===== config.mk =====
export PLATFORM = sky130hd
export DESIGN_NAME = pmt_status_regs
export DESIGN_NICKNAME = d
export VERILOG_FILES = /design/src/rtl/pmt_pkg.sv /design/src/rtl/pmt_temp_cmp.sv /design/src/rtl/pmt_toff_timer.sv /design/src/rtl/pmt_status_regs.sv
export SDC_FILE = /design/constraint.sdc
export NUM_CORES = 2
export LEC_CHECK = 0
export BUFFER_PORTS_ARGS = -buffer_cell sky130_fd_sc_hd__clkbuf_2
export CORE_ASPECT_RATIO = 1.5
export CORE_MARGIN = 1
export CORE_UTILIZATION = 49
export CTS_BUF_LIST = sky130_fd_sc_hd__clkbuf_4 sky130_fd_sc_hd__clkbuf_8
export DETAILED_ROUTE_END_ITERATION = 7
export GPL_TIMING_DRIVEN = 0
export PLACE_DENSITY_LB_ADDON = 0.15
export SYNTH_ARGS = -nofsm -noshare
export SYNTH_HDL_FRONTEND = slang
export SYNTH_SLANG_ARGS = --single-unit

===== constraint.sdc =====
create_clock -name i_ref_clk -period 6.75 [get_ports i_ref_clk]
set_input_delay 0.3375 -clock i_ref_clk [delete_from_list [all_inputs] [get_ports i_ref_clk]]
set_output_delay 0.3375 -clock i_ref_clk [all_outputs]
set_load 0.03 [all_outputs]

===== src/rtl/pmt_pkg.sv =====
package pmt_pkg;

  // clock and time base
  localparam int CLK_PERIOD_NS = 40;
  localparam int MS_NS = 1_000_000;
  localparam int MS_CYCLES = MS_NS / CLK_PERIOD_NS;
  localparam int NUM_CHAN = 2;

  // command codes
  localparam logic [7:0] CMD_CLEAR_FAULTS = 8'h03;
  localparam logic [7:0] CMD_OT_FAULT_LIM = 8'h4F;
  localparam logic [7:0] CMD_OT_WARN_LIM = 8'h51;
  localparam logic [7:0] CMD_UT_FAULT_LIM = 8'h53;
  localparam logic [7:0] CMD_TOFF_LIM = 8'h66;
  localparam logic [7:0] CMD_SUM_BYTE = 8'h78;
  localparam logic [7:0] CMD_SUM_WORD = 8'h79;
  localparam logic [7:0] CMD_VOUT_FLAGS = 8'h7A;
  localparam logic [7:0] CMD_IOUT_FLAGS = 8'h7B;
  localparam logic [7:0] CMD_INPUT_FLAGS = 8'h7C;
  localparam logic [7:0] CMD_TEMP_FLAGS = 8'h7D;
  localparam logic [7:0] CMD_CML_FLAGS = 8'h7E;
  localparam logic [7:0] CMD_VENDOR_FLAGS = 8'h80;
  localparam logic [7:0] CMD_VENDOR_INFO = 8'hB6;
  localparam logic [7:0] CMD_PAD_STATE = 8'hE5;
  localparam logic [7:0] CMD_GENERIC_FLAGS = 8'hEF;
  localparam logic [7:0] CMD_TEMP_SLOPE = 8'hF8;
  localparam logic [7:0] CMD_TEMP_ADDEND = 8'hF9;

  // reset values
  localparam logic [15:0] RST_OT_FAULT_LIM = 16'hEB20;
  localparam logic [15:0] RST_OT_WARN_LIM = 16'hEAA8;
  localparam logic [15:0] RST_UT_FAULT_LIM = 16'hE580;
  localparam logic [15:0] RST_TOFF_LIM = 16'hF258;
  localparam logic [15:0] RST_TEMP_SLOPE = 16'h4000;
  localparam logic [15:0] RST_TEMP_ADDEND = 16'h8000;

  // implemented bits of each flag byte
  localparam logic [7:0] VOUT_MASK = 8'hFE;
  localparam logic [7:0] IOUT_MASK = 8'hA0;
  localparam logic [7:0] INPUT_MASK = 8'hA8;
  localparam logic [7:0] INPUT_W1C_MASK = 8'h80;
  localparam logic [7:0] TEMP_MASK = 8'hD0;
  localparam logic [7:0] CML_MASK = 8'hFB;
  localparam logic [7:0] VENDOR_MASK = 8'hFB;

  // field positions
  localparam int TEMP_OT_FAULT_BIT = 7;
  localparam int TEMP_OT_WARN_BIT = 6;
  localparam int TEMP_UT_FAULT_BIT = 4;
  localparam int VOUT_TOFF_WARN_BIT = 1;
  localparam int CML_BAD_CMD_BIT = 7;
  localparam int CML_BAD_DATA_BIT = 6;
  localparam int SUM_BUSY_BIT = 7;
  localparam int CFG_NO_TOFF_BIT = 0;
  localparam int MODE_ADDEND_VOLTS_BIT = 5;
  localparam int L11_FRAC_BITS = 16;

  // exponent-5 mantissa-11 value to signed fixed point with 16 fraction bits
  function automatic logic signed [47:0] l11_to_fix(input logic [15:0] v);
    logic signed [47:0] mant;
    logic [4:0] shift;
    mant = 48'(signed'(v[10:0]));
    shift = v[15:11] + 5'(L11_FRAC_BITS);
    return mant <<< shift;
  endfunction

  // sticky flag update: an event in the clearing cycle still lands
  function automatic logic [7:0] sticky(input logic [7:0] cur, input logic [7:0] set,
                                        input logic [7:0] clr, input logic [7:0] mask);
    return ((cur & ~clr) | set) & mask;
  endfunction

endpackage


===== src/rtl/pmt_temp_cmp.sv =====
`timescale 1ns/10ps
`default_nettype none
module pmt_temp_cmp
  import pmt_pkg::*;
(
  // clock and reset
  input wire logic i_ref_clk,
  input wire logic i_rst_n,
  // calibrated reading of one channel
  input wire logic i_valid,
  input wire logic [15:0] i_temp,
  // thresholds
  input wire logic [15:0] i_ot_fault_lim,
  input wire logic [15:0] i_ot_warn_lim,
  input wire logic [15:0] i_ut_fault_lim,
  // one-cycle crossing events
  output logic o_ot_fault,
  output logic o_ot_warn,
  output logic o_ut_fault
);

  typedef struct packed {
    logic ot_fault;
    logic ot_warn;
    logic ut_fault;
  } pmt_cmp_s;

  pmt_cmp_s st;
  pmt_cmp_s next_st;

  // compare only on a fresh reading, so each sample gives one event
  always_comb begin
    next_st = '0;
    if (i_valid) begin
      next_st.ot_fault = l11_to_fix(i_temp) > l11_to_fix(i_ot_fault_lim);
      next_st.ot_warn = l11_to_fix(i_temp) > l11_to_fix(i_ot_warn_lim);
      next_st.ut_fault = l11_to_fix(i_temp) <= l11_to_fix(i_ut_fault_lim);
    end
  end

  // state register
  always_ff @(posedge i_ref_clk or negedge i_rst_n) begin
    if (!i_rst_n) begin
      st <= '0;
    end else begin
      st <= next_st;
    end
  end

  assign o_ot_fault = st.ot_fault;
  assign o_ot_warn = st.ot_warn;
  assign o_ut_fault = st.ut_fault;

endmodule
`default_nettype wire


===== src/rtl/pmt_toff_timer.sv =====
`timescale 1ns/10ps
`default_nettype none
module pmt_toff_timer
  import pmt_pkg::*;
#(
  parameter int TICK_CYCLES = MS_CYCLES
) (
  // clock and reset
  input wire logic i_ref_clk,
  input wire logic i_rst_n,
  // sequencing
  input wire logic i_fall_done,
  input wire logic i_out_low,
  input wire logic [15:0] i_limit,
  input wire logic i_disable,
  // one-cycle warning
  output logic o_warn
);

  localparam int TW = $clog2(TICK_CYCLES + 1);

  typedef enum logic {PMT_IDLE, PMT_WATCH} pmt_tmr_e;

  typedef struct packed {
    pmt_tmr_e state;
    logic [TW-1:0] tick;
    logic [15:0] elapsed_ms;
    logic warn;
  } pmt_tmr_s;

  pmt_tmr_s st;
  pmt_tmr_s next_st;
  logic signed [47:0] elapsed_fix;
  logic signed [47:0] limit_fix;

  // elapsed time in the same fixed point as the limit
  assign elapsed_fix = {16'h0000, st.elapsed_ms, 16'h0000};
  assign limit_fix = l11_to_fix(i_limit);

  // watch the decay after the ramp-down ends
  always_comb begin
    next_st = st;
    next_st.warn = 1'b0;
    unique case (st.state)
      PMT_IDLE: begin
        if (i_fall_done) begin
          next_st.state = PMT_WATCH;
          next_st.tick = '0;
          next_st.elapsed_ms = '0;
        end
      end
      PMT_WATCH: begin
        if (i_out_low) begin
          // output is below 12.5 percent: done without warning
          next_st.state = PMT_IDLE;
        end else if (limit_fix != 0 && !i_disable && elapsed_fix > limit_fix) begin
          next_st.warn = 1'b1;
          next_st.state = PMT_IDLE;
        end else if (st.tick == TW'(TICK_CYCLES - 1)) begin
          next_st.tick = '0;
          // saturate so a disabled check can wait forever
          if (st.elapsed_ms != 16'hFFFF) begin
            next_st.elapsed_ms = st.elapsed_ms + 16'h0001;
          end
        end else begin
          next_st.tick = st.tick + TW'(1);
        end
      end
    endcase
  end

  // state register
  always_ff @(posedge i_ref_clk or negedge i_rst_n) begin
    if (!i_rst_n) begin
      st <= '0;
    end else begin
      st <= next_st;
    end
  end

  assign o_warn = st.warn;

endmodule
`default_nettype wire


===== src/rtl/pmt_status_regs.sv =====
// Notes on behaviour
// - warn if decay below 12.5% exceeds limit
// - zero timeout limit disables the check
// - channel config bit 0 disables timeout
// - limits and thresholds are two-byte L11
// - addend unit volts when mode bit5
// - per-channel slope word, default 0x4000
// - overtemperature fault above fault threshold
// - overtemp warning sets summary, flag, alert
// - undertemperature fault at or below threshold
// - answer status codes 0x78-0x7E, 0x80
// - input and cml bytes shared, rest paged
// - clear-faults send byte clears all flags
// - read-only pad, generic, vendor info words
// - writing one clears that status bit; input byte only bit 7
// - temp byte bits 7, 6, 4 only
// - summary bit 2 on any temperature flag
`timescale 1ns/10ps
`default_nettype none
module pmt_status_regs
  import pmt_pkg::*;
#(
  parameter int TOFF_TICK_CYCLES = MS_CYCLES
) (
  // clock and reset
  input wire logic i_ref_clk,
  input wire logic i_rst_n,
  // command port from the serial front end
  input wire logic i_cmd_valid,
  input wire logic i_cmd_write,
  input wire logic [7:0] i_cmd_code,
  input wire logic [15:0] i_cmd_data,
  input wire logic i_page,
  // read answer
  output logic [15:0] o_rdata,
  output logic o_rvalid,
  output logic o_rerr,
  // temperature readings per channel
  input wire logic [1:0] i_temp_valid,
  input wire logic [1:0][15:0] i_temp_reading,
  // output sequencing per channel
  input wire logic [1:0] i_fall_done,
  input wire logic [1:0] i_out_low,
  input wire logic [1:0][7:0] i_channel_configuration_word,
  input wire logic [1:0][7:0] i_modulation_mode_word,
  // fault events from other monitors
  input wire logic [1:0][7:0] i_vout_evt,
  input wire logic [1:0][7:0] i_iout_evt,
  input wire logic [1:0][7:0] i_vendor_evt,
  input wire logic [1:0] i_busy_evt,
  input wire logic [7:0] i_input_evt,
  input wire logic [7:0] i_cml_evt,
  // channel levels
  input wire logic [1:0] i_chan_off,
  input wire logic [1:0] i_pgood_n,
  // read-only views
  input wire logic [15:0] i_pad_state,
  input wire logic [7:0] i_generic_flags,
  input wire logic [15:0] i_vendor_info,
  // alert masking of temperature bits, 1 masks
  input wire logic [7:0] i_temp_alert_mask,
  // coefficients and results to the rest of the device
  output logic [1:0][15:0] o_ext_temp_slope,
  output logic [1:0][15:0] o_ext_temp_addend,
  output logic [1:0] o_addend_in_volts,
  output logic [1:0] o_ot_fault,
  output logic [1:0] o_ut_fault,
  output logic o_alert
);

  ////////////////////////////////////////////////////////////////////////////
  // elaboration checks

  if (TOFF_TICK_CYCLES < 1) begin : g_bad_tick
    $error("TOFF_TICK_CYCLES must be at least one");
  end

  ////////////////////////////////////////////////////////////////////////////
  // state

  typedef struct packed {
    logic [1:0][15:0] ot_fault_lim;
    logic [1:0][15:0] ot_warn_lim;
    logic [1:0][15:0] ut_fault_lim;
    logic [1:0][15:0] toff_lim;
    logic [1:0][15:0] slope;
    logic [1:0][15:0] addend;
    logic [1:0] addend_volts;
    logic [1:0][7:0] vout_flags;
    logic [1:0][7:0] iout_flags;
    logic [1:0][7:0] temp_flags;
    logic [1:0][7:0] vendor_flags;
    logic [1:0] busy;
    logic [7:0] input_flags;
    logic [7:0] cml_flags;
    logic [1:0] out_low_s1;
    logic [1:0] out_low_s2;
    logic [15:0] rdata;
    logic rvalid;
    logic rerr;
    logic alert;
  } pmt_regs_s;

  pmt_regs_s st;
  pmt_regs_s next_st;

  // crossing events from the per-channel helpers
  logic [1:0] ot_fault_evt;
  logic [1:0] ot_warn_evt;
  logic [1:0] ut_fault_evt;
  logic [1:0] toff_warn_evt;

  ////////////////////////////////////////////////////////////////////////////
  // decode

  // codes that a read may address
  function automatic logic readable(input logic [7:0] code);
    unique case (code)
      CMD_OT_FAULT_LIM, CMD_OT_WARN_LIM, CMD_UT_FAULT_LIM, CMD_TOFF_LIM,
      CMD_SUM_BYTE, CMD_SUM_WORD, CMD_VOUT_FLAGS, CMD_IOUT_FLAGS,
      CMD_INPUT_FLAGS, CMD_TEMP_FLAGS, CMD_CML_FLAGS, CMD_VENDOR_FLAGS,
      CMD_VENDOR_INFO, CMD_PAD_STATE, CMD_GENERIC_FLAGS, CMD_TEMP_SLOPE,
      CMD_TEMP_ADDEND: return 1'b1;
      default: return 1'b0;
    endcase
  endfunction

  // codes that a write may address; read-only views are excluded
  function automatic logic writable(input logic [7:0] code);
    unique case (code)
      CMD_VENDOR_INFO, CMD_PAD_STATE, CMD_GENERIC_FLAGS: return 1'b0;
      CMD_CLEAR_FAULTS: return 1'b1;
      default: return readable(code);
    endcase
  endfunction

  ////////////////////////////////////////////////////////////////////////////
  // per-channel helpers

  for (genvar ch = 0; ch < NUM_CHAN; ch++) begin : g_chan
    // each channel compares its own latest reading
    pmt_temp_cmp u_cmp (
      .i_ref_clk(i_ref_clk),
      .i_rst_n(i_rst_n),
      .i_valid(i_temp_valid[ch]),
      .i_temp(i_temp_reading[ch]),
      .i_ot_fault_lim(st.ot_fault_lim[ch]),
      .i_ot_warn_lim(st.ot_warn_lim[ch]),
      .i_ut_fault_lim(st.ut_fault_lim[ch]),
      .o_ot_fault(ot_fault_evt[ch]),
      .o_ot_warn(ot_warn_evt[ch]),
      .o_ut_fault(ut_fault_evt[ch])
    );

    // timer sees the comparator only after the two-stage synchroniser
    pmt_toff_timer #(
      .TICK_CYCLES(TOFF_TICK_CYCLES)
    ) u_toff (
      .i_ref_clk(i_ref_clk),
      .i_rst_n(i_rst_n),
      .i_fall_done(i_fall_done[ch]),
      .i_out_low(st.out_low_s2[ch]),
      .i_limit(st.toff_lim[ch]),
      .i_disable(i_channel_configuration_word[ch][CFG_NO_TOFF_BIT]),
      .o_warn(toff_warn_evt[ch])
    );
  end

  ////////////////////////////////////////////////////////////////////////////
  // next-state logic

  always_comb begin
    logic wr;
    logic rd;
    logic clr_all;
    logic sel;
    logic [7:0] clr_v;
    logic [7:0] clr_i;
    logic [7:0] clr_t;
    logic [7:0] clr_m;
    logic [7:0] set_t;
    logic [7:0] set_cml;
    logic [7:0] wb;
    logic [7:0] sum;
    logic [7:0] hi;
    logic any_alert;
    wr = i_cmd_valid && i_cmd_write;
    rd = i_cmd_valid && !i_cmd_write;
    clr_all = wr && i_cmd_code == CMD_CLEAR_FAULTS;
    sel = 1'b0;
    clr_v = '0;
    clr_i = '0;
    clr_t = '0;
    clr_m = '0;
    set_t = '0;
    set_cml = '0;
    wb = i_cmd_data[7:0];
    sum = '0;
    hi = '0;
    any_alert = 1'b0;
    next_st = st;
    next_st.rvalid = 1'b0;
    next_st.rerr = 1'b0;

    // two-flop synchroniser on the analog decay comparator
    next_st.out_low_s1 = i_out_low;
    next_st.out_low_s2 = st.out_low_s1;

    // an unknown or misdirected command is logged in the shared byte
    if (i_cmd_valid && !(i_cmd_write ? writable(i_cmd_code) : readable(i_cmd_code))) begin
      set_cml[CML_BAD_CMD_BIT] = 1'b1;
    end

    // paged registers and flags
    for (int ch = 0; ch < NUM_CHAN; ch++) begin
      sel = wr && (1'(ch) == i_page);
      clr_v = clr_all ? 8'hFF : '0;
      clr_i = clr_all ? 8'hFF : '0;
      clr_t = clr_all ? 8'hFF : '0;
      clr_m = clr_all ? 8'hFF : '0;
      if (sel) begin
        unique case (i_cmd_code)
          CMD_OT_FAULT_LIM: next_st.ot_fault_lim[ch] = i_cmd_data;
          CMD_OT_WARN_LIM: next_st.ot_warn_lim[ch] = i_cmd_data;
          CMD_UT_FAULT_LIM: next_st.ut_fault_lim[ch] = i_cmd_data;
          CMD_TOFF_LIM: next_st.toff_lim[ch] = i_cmd_data;
          CMD_TEMP_SLOPE: next_st.slope[ch] = i_cmd_data;
          CMD_TEMP_ADDEND: next_st.addend[ch] = i_cmd_data;
          CMD_VOUT_FLAGS: clr_v = wb;
          CMD_IOUT_FLAGS: clr_i = wb;
          CMD_TEMP_FLAGS: clr_t = wb;
          CMD_VENDOR_FLAGS: clr_m = wb;
          default: begin
          end
        endcase
      end

      // temperature events: bits 7, 6 and 4 only
      set_t = '0;
      set_t[TEMP_OT_FAULT_BIT] = ot_fault_evt[ch];
      set_t[TEMP_OT_WARN_BIT] = ot_warn_evt[ch];
      set_t[TEMP_UT_FAULT_BIT] = ut_fault_evt[ch];
      next_st.temp_flags[ch] = sticky(st.temp_flags[ch], set_t, clr_t, TEMP_MASK);

      // decay timeout joins the output-voltage flags
      next_st.vout_flags[ch] = sticky(st.vout_flags[ch],
                                      i_vout_evt[ch] | (8'(toff_warn_evt[ch]) << VOUT_TOFF_WARN_BIT),
                                      clr_v, VOUT_MASK);
      next_st.iout_flags[ch] = sticky(st.iout_flags[ch], i_iout_evt[ch], clr_i, IOUT_MASK);
      next_st.vendor_flags[ch] = sticky(st.vendor_flags[ch], i_vendor_evt[ch], clr_m, VENDOR_MASK);

      // busy is the only stored bit of the summary; writing one clears it
      if (i_busy_evt[ch]) begin
        next_st.busy[ch] = 1'b1;
      end else if (clr_all || (sel && (i_cmd_code == CMD_SUM_BYTE || i_cmd_code == CMD_SUM_WORD) &&
                   wb[SUM_BUSY_BIT])) begin
        next_st.busy[ch] = 1'b0;
      end

      // offset unit follows the modulation mode word
      next_st.addend_volts[ch] = i_modulation_mode_word[ch][MODE_ADDEND_VOLTS_BIT];
    end

    // shared flag bytes
    clr_i = clr_all ? 8'hFF : '0;
    clr_m = clr_all ? 8'hFF : '0;
    if (wr && i_cmd_code == CMD_INPUT_FLAGS) begin
      clr_i = wb & INPUT_W1C_MASK;
    end
    if (wr && i_cmd_code == CMD_CML_FLAGS) begin
      clr_m = wb;
    end
    next_st.input_flags = sticky(st.input_flags, i_input_evt, clr_i, INPUT_MASK);
    next_st.cml_flags = sticky(st.cml_flags, i_cml_evt | set_cml, clr_m, CML_MASK);

    // summary of the selected page
    sum[7] = st.busy[i_page];
    sum[6] = i_chan_off[i_page];
    sum[5] = st.vout_flags[i_page][7];
    sum[4] = st.iout_flags[i_page][7];
    sum[2] = |st.temp_flags[i_page];
    sum[1] = |st.cml_flags;
    sum[0] = |st.vendor_flags[i_page] | |st.vout_flags[i_page][6:1] | st.iout_flags[i_page][5] |
             |st.input_flags;
    hi[7] = |st.vout_flags[i_page];
    hi[6] = |st.iout_flags[i_page];
    hi[5] = |st.input_flags;
    hi[4] = |st.vendor_flags[i_page];
    hi[3] = i_pgood_n[i_page];

    // read answer, one cycle after the request
    if (rd) begin
      next_st.rvalid = 1'b1;
      next_st.rerr = !readable(i_cmd_code);
      unique case (i_cmd_code)
        CMD_OT_FAULT_LIM: next_st.rdata = st.ot_fault_lim[i_page];
        CMD_OT_WARN_LIM: next_st.rdata = st.ot_warn_lim[i_page];
        CMD_UT_FAULT_LIM: next_st.rdata = st.ut_fault_lim[i_page];
        CMD_TOFF_LIM: next_st.rdata = st.toff_lim[i_page];
        CMD_TEMP_SLOPE: next_st.rdata = st.slope[i_page];
        CMD_TEMP_ADDEND: next_st.rdata = st.addend[i_page];
        CMD_SUM_BYTE: next_st.rdata = {8'h00, sum};
        CMD_SUM_WORD: next_st.rdata = {hi, sum};
        CMD_VOUT_FLAGS: next_st.rdata = {8'h00, st.vout_flags[i_page]};
        CMD_IOUT_FLAGS: next_st.rdata = {8'h00, st.iout_flags[i_page]};
        CMD_INPUT_FLAGS: next_st.rdata = {8'h00, st.input_flags};
        CMD_TEMP_FLAGS: next_st.rdata = {8'h00, st.temp_flags[i_page]};
        CMD_CML_FLAGS: next_st.rdata = {8'h00, st.cml_flags};
        CMD_VENDOR_FLAGS: next_st.rdata = {8'h00, st.vendor_flags[i_page]};
        CMD_VENDOR_INFO: next_st.rdata = i_vendor_info;
        CMD_PAD_STATE: next_st.rdata = i_pad_state;
        CMD_GENERIC_FLAGS: next_st.rdata = {8'h00, i_generic_flags};
        default: next_st.rdata = 16'h0000;
      endcase
    end

    // alert: any stored flag, temperature bits subject to the mask
    for (int ch = 0; ch < NUM_CHAN; ch++) begin
      any_alert = any_alert | |(st.temp_flags[ch] & ~i_temp_alert_mask) |
                  |st.vout_flags[ch] | |st.iout_flags[ch] | |st.vendor_flags[ch] | st.busy[ch];
    end
    next_st.alert = any_alert | |st.input_flags | |st.cml_flags;
  end

  ////////////////////////////////////////////////////////////////////////////
  // state register

  always_ff @(posedge i_ref_clk or negedge i_rst_n) begin
    if (!i_rst_n) begin
      st <= '0;
      st.ot_fault_lim <= {NUM_CHAN{RST_OT_FAULT_LIM}};
      st.ot_warn_lim <= {NUM_CHAN{RST_OT_WARN_LIM}};
      st.ut_fault_lim <= {NUM_CHAN{RST_UT_FAULT_LIM}};
      st.toff_lim <= {NUM_CHAN{RST_TOFF_LIM}};
      st.slope <= {NUM_CHAN{RST_TEMP_SLOPE}};
      st.addend <= {NUM_CHAN{RST_TEMP_ADDEND}};
    end else begin
      st <= next_st;
    end
  end

  ////////////////////////////////////////////////////////////////////////////
  // outputs, all straight from the state register

  assign o_rdata = st.rdata;
  assign o_rvalid = st.rvalid;
  assign o_rerr = st.rerr;
  assign o_ext_temp_slope = st.slope;
  assign o_ext_temp_addend = st.addend;
  assign o_addend_in_volts = st.addend_volts;
  assign o_alert = st.alert;

  // latched fault levels for the protection logic
  for (genvar ch = 0; ch < NUM_CHAN; ch++) begin : g_out
    assign o_ot_fault[ch] = st.temp_flags[ch][TEMP_OT_FAULT_BIT];
    assign o_ut_fault[ch] = st.temp_flags[ch][TEMP_UT_FAULT_BIT];
  end

endmodule
`default_nettype wire


==> Flow_metrics.wiki <==
{| class="wikitable"
! Metric !! Value
|-
| Run status || complete, but fails checks
|-
| Failing checks || DRC, capacitance limit, slew limit
|-
| Critical path's largest stage delay || 0.52 ns
|-
| DRC violations left || 16
|-
| CP top delay family || compound AO/OA/AOI/OAI gates
|-
| Number of nets with antenna violations after routing || 0
|-
| Die area || 0.0687 sq mm
|-
| Bufs on Longest Clock Path || 3
|-
| Launching point of the worst reg2reg path || st[183]
|-
| Number of stages on the worst hold path || 3
|-
| Overall power consumption || 5.65 mW
|-
| Register clock-pin slew on the reported worst setup and hold paths || 0.07 ns
|-
| Synthesized area divided by synthesized cell count || 8.44 sq um
|-
| Area of the mapped netlist || 0.0332 sq mm
|-
| Arrival time of data at the critical path endpoint || 6.09 ns
|-
| Number of failing hold endpoints at the final stage || 0
|-
| Worst min-delay path class || primary input to flop
|-
| Top-Level Pins || 306
|-
| Final Non-Filler Cells || 5,228
|-
| Net count of the mapped netlist || 4,433
|-
| Via total after detailed routing || 34,000
|-
| Total grt overflow || 0
|-
| Port Buffers || 240
|-
| Pre-CTS setup slack || 1.36 ns
|-
| Lkg Pwr || 16.0 nW
|-
| Met3 WL post-DR || 10,800 microns
|-
| Async set-or-reset flop fraction in the synthesized netlist || 1.00
|-
| Root buffer cell || sky130_fd_sc_hd__clkbuf_8
|-
| Fin util || 0.561
|-
| Level count of the clock H-tree || 2
|-
| Router iterations before antenna repair || 8
|-
| Count of state elements after synthesis || 339
|-
| Critical path fanouts, max || 10
|-
| Beginning of the worst hold path || i_pad_state[8]
|-
| Fraction of final layout cells with drive strength greater than 1 || 0.201
|-
| RSZ-0062 raised after global routing || false
|-
| Length of routed wiring on met1 || 50,200 microns
|-
| Post-synth top flop || sky130_fd_sc_hd__dfrtp_1
|-
| R2R setup slack || 1.17 ns
|-
| Routed length per instance || 26.4 microns
|-
| Final estimated routing congestion in global placement || 0.998
|-
| Number of antenna violations at the first check in global routing || 6
|-
| Clock period minus worst slack || 5.58 ns
|-
| Chain of cells forming the critical path || buf_2, buf_2, buf_2, clkbuf_1, a32o_1, o211ai_1, o21a_1, ha_1, nand4_1, nor2_1, a211oi_1, o211ai_1, o21ai_0, a311o_1, o22ai_1, clkbuf_1, clkbuf_1, o31ai_1, o41ai_1
|-
| Maximum VDD drop || 0.251 mV
|-
| TritonCTS clock tree || yes
|-
| Area of all placed cells without fillers || 0.0375 sq mm
|-
| Slowest cell on the critical path || sky130_fd_sc_hd__clkbuf_1
|-
| Max Freq || 179 MHz
|-
| Worst Setup Start Kind || flop
|-
| Clock insertion delay at the later pin of the skew report || 0.72 ns
|-
| Count of flip-flops with a built-in enable after synthesis || 0
|-
| Met2 routed wirelength || 65,600 microns
|-
| Worst-case clock skew || 0.0950 ns
|-
| Number of nets in the finished design || 4,796
|-
| Vertical die dimension || 321 microns
|-
| Count of clock tree sinks || 339
|-
| Wire length of the first global-routing pass || 203,000 microns
|-
| Starting density of the core || 0.497
|-
| CTS-repair resized insts || 0
|-
| Yosys warning count || 0
|-
| Initial drt markers || 3,316
|-
| Uppermost signal routing layer after detailed routing || met5
|-
| Worst slew slack as a fraction of its limit || -0.0236
|-
| Via count of the first global-routing pass || 32,800
|-
| DR vias/cell || 6.51
|-
| Part of the Yosys area used for sequential elements || 0.258
|-
| Final period utilization || 0.826
|-
| Buffer and inverter count on the worst path || 6
|-
| Area growth from synthesis to layout || 13.0%
|-
| Detailed Route WL || 138,000 microns
|-
| Half-perimeter wire length after detailed placement || 107,000 microns
|-
| Final max-slew violation count || 11
|-
| Count of placed standard cells including taps || 5,056
|-
| Minimum setup slack in the final design || 1.17 ns
|-
| Worst Hold End || o_rdata[8]
|-
| Crit. End Element || flop
|-
| Reg2reg path depth || 19
|-
| Setup-violating endpoint count in the final report || 0
|-
| GRT Util Overall || 0.389
|-
| Die boundary width || 214 microns
|-
| Clock buffers created by TritonCTS || 56
|-
| Count of distinct cell types in the synthesized netlist || 82
|-
| Slew at the pin with the worst max-slew slack || 1.54 ns
|-
| Data required time of the worst path || 7.26 ns
|-
| Number of instances in the synthesized netlist || 3,928
|-
| Final setup TNS || 0 ns
|-
| Max capacitance violation total || 1
|-
| Pin count of the biggest net entering global routing || 115
|-
| Area of the core region || 0.0668 sq mm
|-
| Instance area after placement || 0.0356 sq mm
|-
| Critical Setup Path Class || flop to flop
|-
| Final hold slack || 0.0323 ns
|-
| Power Dens Cells || 151 mW/mm^2
|-
| R2R Path End || g_chan[0].u_toff.st[25]
|-
| Placement row count || 116
|}
-- final cells by class --
| class | count | area [sq um] |
|---|---|---|
| fill | 6333 | 29300 |
| multi-input combinational | 3172 | 22600 |
| sequential | 339 | 8560 |
| timing repair buffer | 305 | 1910 |
| buffer | 353 | 1710 |
| tap | 885 | 1110 |
| clock buffer | 88 | 1090 |
| inverter | 64 | 240 |
| clock inverter | 17 | 186 |
| antenna | 5 | 12.5 |
-- cell usage after synthesis (9+ instances only) --
cell,n,share of area
sky130_fd_sc_hd__o21ai_0,303,0.046
sky130_fd_sc_hd__or2_2,18,0.0034
sky130_fd_sc_hd__and3_1,35,0.0066
sky130_fd_sc_hd__nor2b_1,63,0.012
sky130_fd_sc_hd__a21o_1,92,0.021
sky130_fd_sc_hd__ha_1,288,0.11
sky130_fd_sc_hd__o41ai_1,14,0.0037
sky130_fd_sc_hd__dfstp_2,62,0.049
sky130_fd_sc_hd__or3_1,35,0.0066
sky130_fd_sc_hd__a22oi_1,59,0.013
sky130_fd_sc_hd__o31a_1,12,0.0032
sky130_fd_sc_hd__mux4_2,28,0.019
sky130_fd_sc_hd__o221ai_1,9,0.0024
sky130_fd_sc_hd__a221oi_1,26,0.0069
sky130_fd_sc_hd__buf_1,26,0.0029
sky130_fd_sc_hd__mux2_2,250,0.085
sky130_fd_sc_hd__inv_1,54,0.0061
sky130_fd_sc_hd__nand2b_1,68,0.013
sky130_fd_sc_hd__clkbuf_1,225,0.025
sky130_fd_sc_hd__a21boi_0,19,0.0043
sky130_fd_sc_hd__and2_1,37,0.0070
sky130_fd_sc_hd__nor4_1,28,0.0053
sky130_fd_sc_hd__a21oi_1,257,0.039
sky130_fd_sc_hd__nand2_1,422,0.048
sky130_fd_sc_hd__o21a_1,37,0.0084
sky130_fd_sc_hd__o22ai_1,39,0.0074
sky130_fd_sc_hd__buf_4,87,0.020
sky130_fd_sc_hd__o211ai_1,37,0.0084
sky130_fd_sc_hd__mux2i_1,207,0.062
sky130_fd_sc_hd__nand3_1,67,0.010
sky130_fd_sc_hd__o31ai_1,43,0.0097
sky130_fd_sc_hd__a31oi_1,34,0.0064
sky130_fd_sc_hd__or4_1,12,0.0027
sky130_fd_sc_hd__dfrtp_1,277,0.21
sky130_fd_sc_hd__nor2_1,273,0.031
sky130_fd_sc_hd__a31o_2,47,0.012
sky130_fd_sc_hd__a2111oi_0,11,0.0029
sky130_fd_sc_hd__nor3_1,68,0.010
sky130_fd_sc_hd__clkinv_1,10,0.0011
sky130_fd_sc_hd__a211oi_1,29,0.0066
sky130_fd_sc_hd__nand4_1,72,0.014
sky130_fd_sc_hd__a222oi_1,16,0.0048
-- placed cells by master, fill, tap and decap left out, types with 35 or more instances in the layout --
cell,synthesis,layout
sky130_fd_sc_hd__a21o_1,92,92
sky130_fd_sc_hd__a21oi_1,257,257
sky130_fd_sc_hd__a22oi_1,59,59
sky130_fd_sc_hd__a31o_2,47,47
sky130_fd_sc_hd__and2_1,37,37
sky130_fd_sc_hd__and3_1,35,35
sky130_fd_sc_hd__buf_4,87,87
sky130_fd_sc_hd__clkbuf_1,225,225
sky130_fd_sc_hd__clkbuf_2,0,239
sky130_fd_sc_hd__clkbuf_8,0,69
sky130_fd_sc_hd__dfrtp_1,277,277
sky130_fd_sc_hd__dfstp_2,62,62
sky130_fd_sc_hd__dlygate4sd3_1,0,62
sky130_fd_sc_hd__ha_1,288,288
sky130_fd_sc_hd__inv_1,54,54
sky130_fd_sc_hd__mux2_2,250,250
sky130_fd_sc_hd__mux2i_1,207,207
sky130_fd_sc_hd__nand2_1,422,422
sky130_fd_sc_hd__nand2b_1,68,68
sky130_fd_sc_hd__nand3_1,67,67
sky130_fd_sc_hd__nand4_1,72,72
sky130_fd_sc_hd__nor2_1,273,273
sky130_fd_sc_hd__nor2b_1,63,63
sky130_fd_sc_hd__nor3_1,68,67
sky130_fd_sc_hd__o211ai_1,37,37
sky130_fd_sc_hd__o21a_1,37,37
sky130_fd_sc_hd__o21ai_0,303,303
sky130_fd_sc_hd__o22ai_1,39,39
sky130_fd_sc_hd__o31ai_1,43,43
sky130_fd_sc_hd__or3_1,35,35
-- kinds of logic (layout without fill, tap and decap cells) --
family / count (synthesis) / count (layout) / share of synthesized area
buf+inv: 417 / 827 / 0.0589
fa+ha+maj: 288 / 288 / 0.109
compound gates: 1167 / 1167 / 0.230
simple gates: 1229 / 1229 / 0.177
xor+xnor: 3 / 3 / 0.000793
other cells: 0 / 5 / 0
flops: 339 / 339 / 0.258
mux: 485 / 485 / 0.166
-- power breakdown --
part | internal, mW | switching, mW | leakage (nW)
combinational | 0.507 | 0.901 | 11.1
clock | 1.15 | 0.954 | 0.673
sequential | 2.09 | 0.0587 | 4.17
-- state kept, by name, indices dropped and copies added (netlist names) --
| signal | count |
|---|---|
| o_alert | 1 |
| g_chan.u_cmp.o_ut_fault | 2 |
| o_addend_in_volts | 2 |
| o_ext_temp_addend | 32 |
| g_chan.u_toff.st | 32 |
| o_ot_fault | 2 |
| next_st | 2 |
| o_ext_temp_slope | 32 |
| o_rvalid | 1 |
| g_chan.u_cmp.o_ot_warn | 2 |
| g_chan.u_cmp.o_ot_fault | 2 |
| o_ut_fault | 2 |
| o_rdata | 16 |
| st | 176 |
| g_chan.u_toff.elapsed_fix | 32 |
| g_chan.u_toff.o_warn | 2 |
| o_rerr | 1 |
-- worst min-delay path: stages --
cell	delay, ns
sky130_fd_sc_hd__clkbuf_2	0.11
sky130_fd_sc_hd__a221oi_1	0.09
sky130_fd_sc_hd__a31oi_1	0.16
-- routing by layer --
metal / up-vias / GRT usage
met5: - / 0
met4: 4 / 0.286
met3: 531 / 0.0670
met2: 1834 / 0.661
met1: 16300 / 0.440
li1: 15400 / -
-- worst max path at each step --
| stage | from | endpoint | slack [ns] | depth (start not counted) |
|---|---|---|---|---|
| floorplan | st[183] | g_chan[0].u_toff.st[27] | 2.62 | 20 |
| finish | st[183] | g_chan[0].u_toff.st[25] | 1.17 | 19 |
| global placement | i_rst_n | o_ext_temp_slope[23] | -2.46 | 1 |
| CTS | st[183] | g_chan[0].u_toff.st[25] | 1.27 | 19 |
| detailed placement | st[183] | g_chan[0].u_toff.st[25] | 1.36 | 19 |
| global route | st[183] | g_chan[0].u_toff.st[26] | 0.91 | 19 |
-- repair_timing --
item / CTS / global route
hold buffers: 62 / 0
setup buffers: 0 / 0
hold endpoints to repair: 162 / 0
Note: power is estimated with default switching activity, not from simulation.
